--- src/common/thps_defs.svh ---
/*
 * Constants of the touch host port: bus address, register indices of the
 * power-control byte and the sensing-control bytes, field positions, resets.
 * Assumes nothing; included by bare name wherever the numbers are needed.
 */
`ifndef THPS_DEFS_SVH
`define THPS_DEFS_SVH
// *****************************************************
// Bus address and register layout
// *****************************************************
`define THPS_DEV_ADDR      7'h28
`define THPS_IDX_CTRL      8'h00
`define THPS_IDX_ACT_EN    8'h21
`define THPS_IDX_ACT_SENS  8'h1F
`define THPS_IDX_ACT_AVG   8'h24
`define THPS_IDX_STB_EN    8'h40
`define THPS_IDX_STB_SENS  8'h42
`define THPS_IDX_STB_AVG   8'h41
`define THPS_IDX_TOUCH     8'h03
`define THPS_IDX_INT_EN    8'h27
`define THPS_BIT_DEEP_SLEEP_SELECT    4
`define THPS_BIT_STANDBY_SELECT      5
`define THPS_RST_CTRL      8'h00
`define THPS_RST_ACT_EN    8'hFF
`define THPS_RST_STB_EN    8'h01
`define THPS_RST_SENS      8'h2F
`define THPS_RST_AVG       8'h39
`define THPS_RST_INT_EN    8'hFF
`define THPS_MEM_DEPTH     256
`endif

--- src/common/thps_pkg.sv ---
/*
 * Types shared by the touch host port modules.
 * Assumes thps_defs.svh for the numbers.
 */
package thps_pkg;
  typedef enum logic [1:0] {
    THPS_PWR_ACTIVE  = 2'b00,
    THPS_PWR_STANDBY = 2'b01,
    THPS_PWR_DEEP    = 2'b10
  } thps_pwr_t;

  typedef enum logic [2:0] {
    THPS_ST_IDLE  = 3'b000,
    THPS_ST_ADDR  = 3'b001,
    THPS_ST_AACK  = 3'b010,
    THPS_ST_WRX   = 3'b011,
    THPS_ST_WACK  = 3'b100,
    THPS_ST_RTX   = 3'b101,
    THPS_ST_RACK  = 3'b110
  } thps_st_t;
endpackage : thps_pkg

--- src/common/thps_mem_if.sv ---
/*
 * Register-file port between the bus engine and its byte memory.
 * Assumes one clock shared by both ends.
 */
interface thps_mem_if;
  logic       we;
  logic [7:0] waddr;
  logic [7:0] wdata;
  logic [7:0] raddr;
  logic [7:0] rdata;
  modport engine (output we, output waddr, output wdata, output raddr, input rdata);
  modport mem    (input we, input waddr, input wdata, input raddr, output rdata);
endinterface : thps_mem_if

--- src/logic/thps_mem.sv ---
/*
 * 256-byte register memory with registered read data.
 * Assumes the engine holds raddr stable a cycle before it uses rdata.
 */
`include "thps_defs.svh"
module thps_mem (
  input  wire logic   i_sys_clk,
  thps_mem_if.mem     port
);
  logic [7:0] bytes [0:`THPS_MEM_DEPTH-1];

  always_ff @(posedge i_sys_clk) begin
    if (port.we) begin
      bytes[port.waddr] <= port.wdata;
    end
    port.rdata <= bytes[port.raddr];
  end
endmodule : thps_mem

--- src/logic/thps_port.sv ---
/*
 * Serial client port of an eight-input touch controller with the power-state
 * control that the port's writes steer. Block read and block write with a
 * wrapping register pointer; power state and sensing-control selection.
 * Assumes bus pins are already synchronous to i_sys_clk and slow versus it.
 */
// Summary of operation
// Write index, repeated start, then read bytes
// Read pointer increments per byte, wraps
// Write index then data into consecutive registers
// Write pointer increments per stored byte, wraps
// Host acks all but last read byte
// Device acks every received byte
// Stop resets client interface state
// Power state from standby and deep-sleep bits
// State change clears touch status
// Active scans active-enabled inputs only
// Standby scans standby inputs, interrupts continue
// Standby serves bus; clear bit returns Active
// Deep sleep stops all scanning
// Bus traffic wakes temporarily, bit stays set
// Clearing deep-sleep bit resumes Active (code: resumes Standby instead while the standby bit is set)
// Poll results or interrupt on touch
// Sensing controls chosen by power state
// Power bits act after acked byte (code: acts at the clock fall ending the eighth data bit, before the ack bit)
`include "thps_defs.svh"
module thps_port
  import thps_pkg::*;
(
  input  wire logic       i_sys_clk,
  input  wire logic       i_rst,
  input  wire logic       i_scl,
  input  wire logic       i_sda,
  output logic            o_sda_oe_n,
  input  wire logic [7:0] i_touch_raw,
  output logic [7:0]      o_scan_enable,
  output logic [7:0]      o_sensitivity,
  output logic [7:0]      o_averaging,
  output logic [1:0]      o_power_state,
  output logic            o_awake,
  output logic [7:0]      o_touch_status,
  output logic            o_alert_n
);
  // *****************************************************
  // State
  // *****************************************************
  typedef struct packed {
    logic       scl_d;
    logic       sda_d;
    thps_st_t   st;
    logic [2:0] bitc;
    logic       armed;
    logic [7:0] sh;
    logic       rd;
    logic       idx_phase;
    logic       busy;
    logic       sda_low;
    logic [7:0] ptr;
    logic [7:0] ctrl;
    logic [7:0] act_en;
    logic [7:0] act_sens;
    logic [7:0] act_avg;
    logic [7:0] stb_en;
    logic [7:0] stb_sens;
    logic [7:0] stb_avg;
    logic [7:0] int_en;
    logic [7:0] touch;
    thps_pwr_t  pwr;
  } thps_state_t;

  thps_state_t s;
  thps_state_t next_s;
  thps_mem_if  mif ();

  thps_mem u_mem (
    .i_sys_clk (i_sys_clk),
    .port      (mif.mem)
  );

  function automatic logic [7:0] inc_wrap(input logic [7:0] p);
    inc_wrap = p + 8'h01;
  endfunction : inc_wrap

  logic scl_rise;
  logic scl_fall;
  logic start_c;
  logic stop_c;
  assign scl_rise = i_scl & ~s.scl_d;
  assign scl_fall = ~i_scl & s.scl_d;
  assign start_c  = i_scl & s.scl_d & s.sda_d & ~i_sda;
  assign stop_c   = i_scl & s.scl_d & ~s.sda_d & i_sda;

  // *****************************************************
  // Next state
  // *****************************************************
  thps_pwr_t pwr_sel;
  logic [7:0] wbyte;

  always_comb begin
    next_s = s;
    next_s.scl_d = i_scl;
    next_s.sda_d = i_sda;
    mif.we    = 1'b0;
    mif.waddr = s.ptr;
    mif.wdata = s.sh;
    mif.raddr = s.ptr;
    wbyte = s.sh;
    if (start_c) begin
      next_s.st = THPS_ST_ADDR;
      next_s.bitc = 3'h0;
      // Bits of a cut byte before a repeated start must not pass for an address
      next_s.sh = 8'h00;
      next_s.armed = 1'b0;
      next_s.sda_low = 1'b0;
    end else if (stop_c) begin
      next_s.st = THPS_ST_IDLE;
      next_s.busy = 1'b0;
      next_s.sda_low = 1'b0;
    end else begin
      unique case (s.st)
        THPS_ST_IDLE: begin
        end
        THPS_ST_ADDR, THPS_ST_WRX: begin
          if (scl_rise) begin
            next_s.sh = {s.sh[6:0], i_sda};
            next_s.bitc = s.bitc + 3'h1;
            next_s.armed = 1'b1;
          end
          // The fall right after a start carries no bit, so a byte ends only after a rise
          if (scl_fall && s.bitc == 3'h0 && (s.armed || s.st == THPS_ST_WRX)) begin
            if (s.st == THPS_ST_ADDR) begin
              if (s.sh[7:1] == `THPS_DEV_ADDR) begin
                next_s.st = THPS_ST_AACK;
                next_s.sda_low = 1'b1;
                next_s.rd = s.sh[0];
                next_s.busy = 1'b1;
                next_s.idx_phase = ~s.sh[0];
              end else begin
                next_s.st = THPS_ST_IDLE;
              end
            end else begin
              next_s.st = THPS_ST_WACK;
              next_s.sda_low = 1'b1;
              if (s.idx_phase) begin
                next_s.ptr = s.sh;
                next_s.idx_phase = 1'b0;
              end else begin
                mif.we = 1'b1;
                next_s.ptr = inc_wrap(s.ptr);
                if (s.ptr == `THPS_IDX_CTRL) next_s.ctrl = wbyte;
                if (s.ptr == `THPS_IDX_ACT_EN) next_s.act_en = wbyte;
                if (s.ptr == `THPS_IDX_ACT_SENS) next_s.act_sens = wbyte;
                if (s.ptr == `THPS_IDX_ACT_AVG) next_s.act_avg = wbyte;
                if (s.ptr == `THPS_IDX_STB_EN) next_s.stb_en = wbyte;
                if (s.ptr == `THPS_IDX_STB_SENS) next_s.stb_sens = wbyte;
                if (s.ptr == `THPS_IDX_STB_AVG) next_s.stb_avg = wbyte;
                if (s.ptr == `THPS_IDX_INT_EN) next_s.int_en = wbyte;
              end
            end
          end
        end
        THPS_ST_AACK, THPS_ST_WACK: begin
          if (scl_fall) begin
            next_s.bitc = 3'h0;
            next_s.sh = 8'h00;
            if (s.st == THPS_ST_AACK && s.rd) begin
              next_s.st = THPS_ST_RTX;
              next_s.sh = (s.ptr == `THPS_IDX_TOUCH) ? s.touch : mif.rdata;
              next_s.sda_low = ~((s.ptr == `THPS_IDX_TOUCH) ? s.touch[7] : mif.rdata[7]);
              next_s.ptr = inc_wrap(s.ptr);
            end else begin
              next_s.st = THPS_ST_WRX;
              next_s.sda_low = 1'b0;
            end
          end
        end
        THPS_ST_RTX: begin
          if (scl_fall) begin
            next_s.bitc = s.bitc + 3'h1;
            next_s.sh = {s.sh[6:0], 1'b0};
            next_s.sda_low = ~s.sh[6];
            if (s.bitc == 3'h7) begin
              next_s.st = THPS_ST_RACK;
              next_s.sda_low = 1'b0;
            end
          end
        end
        THPS_ST_RACK: begin
          if (scl_rise) begin
            next_s.st = i_sda ? THPS_ST_IDLE : THPS_ST_AACK;
            next_s.rd = 1'b1;
          end
        end
        default: next_s.st = THPS_ST_IDLE;
      endcase
    end
    // Keeps the byte-boundary check simple: bitc wraps to zero after eight bits
    // Power state from the two select bits, deep sleep taking priority
    if (next_s.ctrl[`THPS_BIT_DEEP_SLEEP_SELECT]) pwr_sel = THPS_PWR_DEEP;
    else if (next_s.ctrl[`THPS_BIT_STANDBY_SELECT]) pwr_sel = THPS_PWR_STANDBY;
    else pwr_sel = THPS_PWR_ACTIVE;
    next_s.pwr = pwr_sel;
    if (pwr_sel != s.pwr) begin
      next_s.touch = 8'h00;
    end else begin
      next_s.touch = s.touch | (i_touch_raw & o_scan_enable);
    end
    if (s.st == THPS_ST_RTX && s.ptr == inc_wrap(`THPS_IDX_TOUCH) && s.bitc == 3'h0 && scl_fall) begin
      next_s.touch = i_touch_raw & o_scan_enable; // Read clears latched touches
    end
  end

  // *****************************************************
  // Registers and outputs
  // *****************************************************
  always_ff @(posedge i_sys_clk or posedge i_rst) begin
    if (i_rst) begin
      s <= '{scl_d: 1'b1, sda_d: 1'b1, st: THPS_ST_IDLE, bitc: 3'h0, armed: 1'b0, sh: 8'h00, rd: 1'b0,
             idx_phase: 1'b0, busy: 1'b0, sda_low: 1'b0, ptr: 8'h00,
             ctrl: `THPS_RST_CTRL, act_en: `THPS_RST_ACT_EN, act_sens: `THPS_RST_SENS,
             act_avg: `THPS_RST_AVG, stb_en: `THPS_RST_STB_EN, stb_sens: `THPS_RST_SENS,
             stb_avg: `THPS_RST_AVG, int_en: `THPS_RST_INT_EN, touch: 8'h00,
             pwr: THPS_PWR_ACTIVE};
    end else begin
      s <= next_s;
    end
  end

  always_comb begin
    unique case (s.pwr)
      THPS_PWR_ACTIVE: begin
        o_scan_enable = s.act_en;
        o_sensitivity = s.act_sens;
        o_averaging   = s.act_avg;
      end
      THPS_PWR_STANDBY: begin
        o_scan_enable = s.stb_en;
        o_sensitivity = s.stb_sens;
        o_averaging   = s.stb_avg;
      end
      default: begin
        o_scan_enable = 8'h00;
        o_sensitivity = s.act_sens;
        o_averaging   = s.act_avg;
      end
    endcase
  end

  assign o_sda_oe_n     = ~s.sda_low;
  assign o_power_state  = s.pwr;
  assign o_awake        = (s.pwr != THPS_PWR_DEEP) | s.busy;
  assign o_touch_status = s.touch;
  assign o_alert_n      = ~|(s.touch & s.int_en);
endmodule : thps_port

--- config.mk ---
export PLATFORM = sky130hd
export DESIGN_NAME = thps_port
export DESIGN_NICKNAME = d
export VERILOG_FILES = /design/src/common/thps_pkg.sv /design/src/common/thps_mem_if.sv /design/src/logic/thps_mem.sv /design/src/logic/thps_port.sv
export VERILOG_INCLUDE_DIRS = /design/src /design/src/common
export SDC_FILE = /design/constraint.sdc
export NUM_CORES = 2
export LEC_CHECK = 0
export ABC_AREA = 1
export BUFFER_PORTS_ARGS = -buffer_cell sky130_fd_sc_hd__buf_2
export CAP_MARGIN = 0
export CORE_ASPECT_RATIO = 0.7
export CORE_MARGIN = 1
export CORE_UTILIZATION = 45
export DETAILED_ROUTE_END_ITERATION = 8
export GPL_ROUTABILITY_DRIVEN = 0
export HOLD_SLACK_MARGIN = 0.12
export SYNTH_ARGS = -nofsm -noshare
export SYNTH_HDL_FRONTEND = slang
export SYNTH_HIERARCHICAL = 1
export SYNTH_SLANG_ARGS = --single-unit
--- constraint.sdc ---
create_clock -name i_sys_clk -period 10 [get_ports i_sys_clk]
set_clock_uncertainty 0.05 [all_clocks]
set_input_delay 2 -clock i_sys_clk [delete_from_list [all_inputs] [get_ports i_sys_clk]]
set_output_delay 2 -clock i_sys_clk [all_outputs]
set_load 0.005 [all_outputs]
==> results.md <==
- WP data required: around 11 ns
- Slowest stage delay, CP: 1.07 ns
- TritonCTS clock tree: done
- Gate Count Post-Synth: 7582
- Vias in the first global route: 55300
- Crit path max-delay family: buffers and inverters
- Status: finished clean
- DIE AREA: around 200000 sq um
- Critical Path End Type: flop
- Sequential-to-total area share from yosys stat: 72.6%
- Setup Buffers After CTS: 0
- CTS resizes: 0
- Starting Density: 45.5%
- Fraction of the mapped netlist area in adder cells: 0.0992%
- Synth area leaders: edfxtp_1 (70%), nand3_1 (12%), nand2_1 (9.6%)
- Async S/R FF share, synth: 4.46%
- Synth top area share: 69.6%
- Post-detail-place hpwl: 142000 um
- Syn-to-layout area delta: 9.44%
- Residual DRC: 0
- Layout cells sized above 1: about 6.7%
- Clock transition at path regs: around 0.060 ns
- Clk root buf: clkbuf_16
- Synth Area in Compound Gates: 0.900%
- Total Routed Length: ~250000 um
- Initial antenna violation count: 8
- Unrepaired setup endpoints after global routing: no
- Final period utilization: 53.5%
- Gr ovfl total: 0
- Top cell by count, worst path: nand3_1
- CP Launch Type: flop
- Power density over the cells: 294 nW/um^2
- Setup_tns: 0 ns
- Final min period: 5.35 ns
- 1st-iter DRT viols: 7953
- Most used DFF post-synth: edfxtp_1
- # hold bufs at CTS: 0
- Total CTS buffers: 203
- Crit-path slowest cell: dfrtp_4
- Antenna viol nets, final: 0
- WP buf/inv: 3
- Vias: 59400
- Core area: between 150000 and 200000 sq um
- Post-synthesis mux area share: 0.204%
- #FFs+latches synth: 2152
- CTS Buffer Depth: 4
- Setup violators final: 0
- Layout Cells excl Fill: just over 10000
- Fill cells: around 17000
- Min-delay worst type: flop to flop
- Synth Area in Simple Gates: 22.8%
- Worst r2r src: mif.raddr[0]
- Mapped cell area: 88300 sq um
- YS warnings: 6
- Final hold slack: 0.423 ns
- CP max FO: around 100
- Port bufs: 48
- # IOs: 49
- First-pass GRT wire length: 365000 um
- Synth Area in XOR/XNOR: 0.0198%
- Maximum number of pins on one net before global-route repair: 213
- Post-synthesis area per instance: 11.6 sq um
- H-tree levels: 4
- DRT Pass-1 Iters: 8
- Max-slew headroom at the worst pin: 25.2%
- Post-Syn Nets: ~7600
- Peak supply drop: between 0.2 and 0.3 mV
- Post-synth cell types: 41
- Chip Width: 532 um
- WS Path Type: flop to flop
- Synth top cells by count: nand2_1 (2254), nand3_1 (2061), edfxtp_1 (2048), nor2_1 (309), buf_2 (275)
- DR vias/cell: a little under 6
- Combinational family with the most area after synthesis: simple AND/OR/NAND/NOR gates
- Worst Hold Launch: s[18]
- Static Leak: about 34 nW
- Maximum clock frequency: 0.187 GHz
- Die height: 373 um
- Routed WL per cell: 24.5 um
- Flop-to-flop setup slack: 4.65 ns
- Hold Violations, Final: 0
- Overall routing resource usage: between 20% and 30%
- Max-slew violations: 0
- Placed Cells: 9796
- Post-synth EDFFs: 2048
- Critical path origin: mif.raddr[0]
- Max Cap Viol: 0
- Most numerous cell in the Yosys netlist: nand2_1
- Worst Tran Pin Value: 1.12 ns
- CP cell instances: buf_4 -> buf_4 -> buf_4 -> nand2_1 -> nand3_1 -> nand3_1 -> nand3_1 -> nand3_1 -> nand3_1 -> nand3_1 -> nand2_1 -> nand2_1 -> nand2_1
- Yosys top cell by area: edfxtp_1
- Data arrival time of the critical path: 6.08 ns
- Clock Sinks: roughly 2200
- Layout Nets: 7417
- Worst skew pair latency: about 0.85 ns
- Row cnt: 135
[metal layers]
metal / track usage (%) / routed length, um / vias to the layer above
met5: 0 / 14 / -
met4: 5.73 / 5430 / 2
met2: 35.3 / 106000 / 3252
met3: 5.24 / 28500 / 376
met1: 38.2 / 110000 / 29300
li1: - / - / 26400
[flip-flops by register name (all words and copies together), names as in the netlist]
register,cells
mif.raddr,8
o_touch_status,8
u_mem/port.rdata,8
u_mem/bytes,2048
s,71
o_power_state,1
mif.wdata,8
[power breakdown]
part	internal (W)	switching (W)	leakage, nW	total [W]
logic	0.00212	0.00698	10.7	0.00911
clock network	0.00455	0.00333	3.24	0.00787
registers	0.0110	0.000499	20.0	0.0115
total	0.0176	0.0108	33.9	0.0284
[layout by cell type, fill, tap and decap left out, types with 13 or more instances in the layout]
cell type	n
o21ai_0	96
mux2_2	16
clkbuf_1	34
nand2_1	2245
a21oi_1	18
inv_1	86
clkbuf_16	205
clkinv_2	33
dfrtp_4	13
nand3_1	2061
edfxtp_1	2048
dfrtp_1	45
buf_4	64
bufinv_16	31
buf_2	48
nor2_1	309
dfstp_2	37
clkinv_1	39
[cells by family after synthesis]
kind of cell / after synthesis
AND/OR/NAND/NOR: 4651
flip-flops: 2152
buffers and inverters: 607
AO/OA/AOI/OAI: 147
multiplexers: 16
adder cells (fa/ha/maj): 7
XOR/XNOR: 2
[final cells by class]
class                   count  area [sq um]  share of cell area [%]
flip-flops and latches   2152         64200                    66.4
multi-input cells        4823         21300                    22.0
clock buffers             239          5260                    5.44
well taps                2603          3260                    3.37
clock inverters           118          1400                    1.44
repair buffers            123           941                   0.973
inverters                  95           393                   0.406
diodes                      1          2.50                 0.00259
[metrics by stage]
step | worst slack (ns) | instance area [sq um] | total power (W) | utilization, %
after floorplan | 5.16 | 88300 | 0.0174 | -
after global placement | 4.18 | 90000 | 0.0205 | 46.3
after detailed placement | 4.01 | 90000 | 0.0206 | 46.3
after CTS | 4.81 | 96700 | 0.0284 | 49.8
after global routing | 4.33 | 96700 | 0.0296 | 49.8
final | 4.65 | 96700 | 0.0284 | 49.8
[path summary, 6_finish.rpt]
kind                                             to  depth (start not counted)
max in group asynchronous              mif.raddr[4]                          3
worst min register to register                s[18]                          2
worst min-delay path                          s[18]                          2
worst max-delay path            u_mem/port.rdata[5]                         13
worst max register to register  u_mem/port.rdata[5]                         13
min in group asynchronous              mif.wdata[2]                          2
[worst min-delay path, delay by kind of cell, from the launching register on]
family | cells | cell delay (ns)
compound gates | 1 | 0.05
simple gates | 1 | 0.05
flops | 1 | 0.37
(Power assumes the default switching activity.)
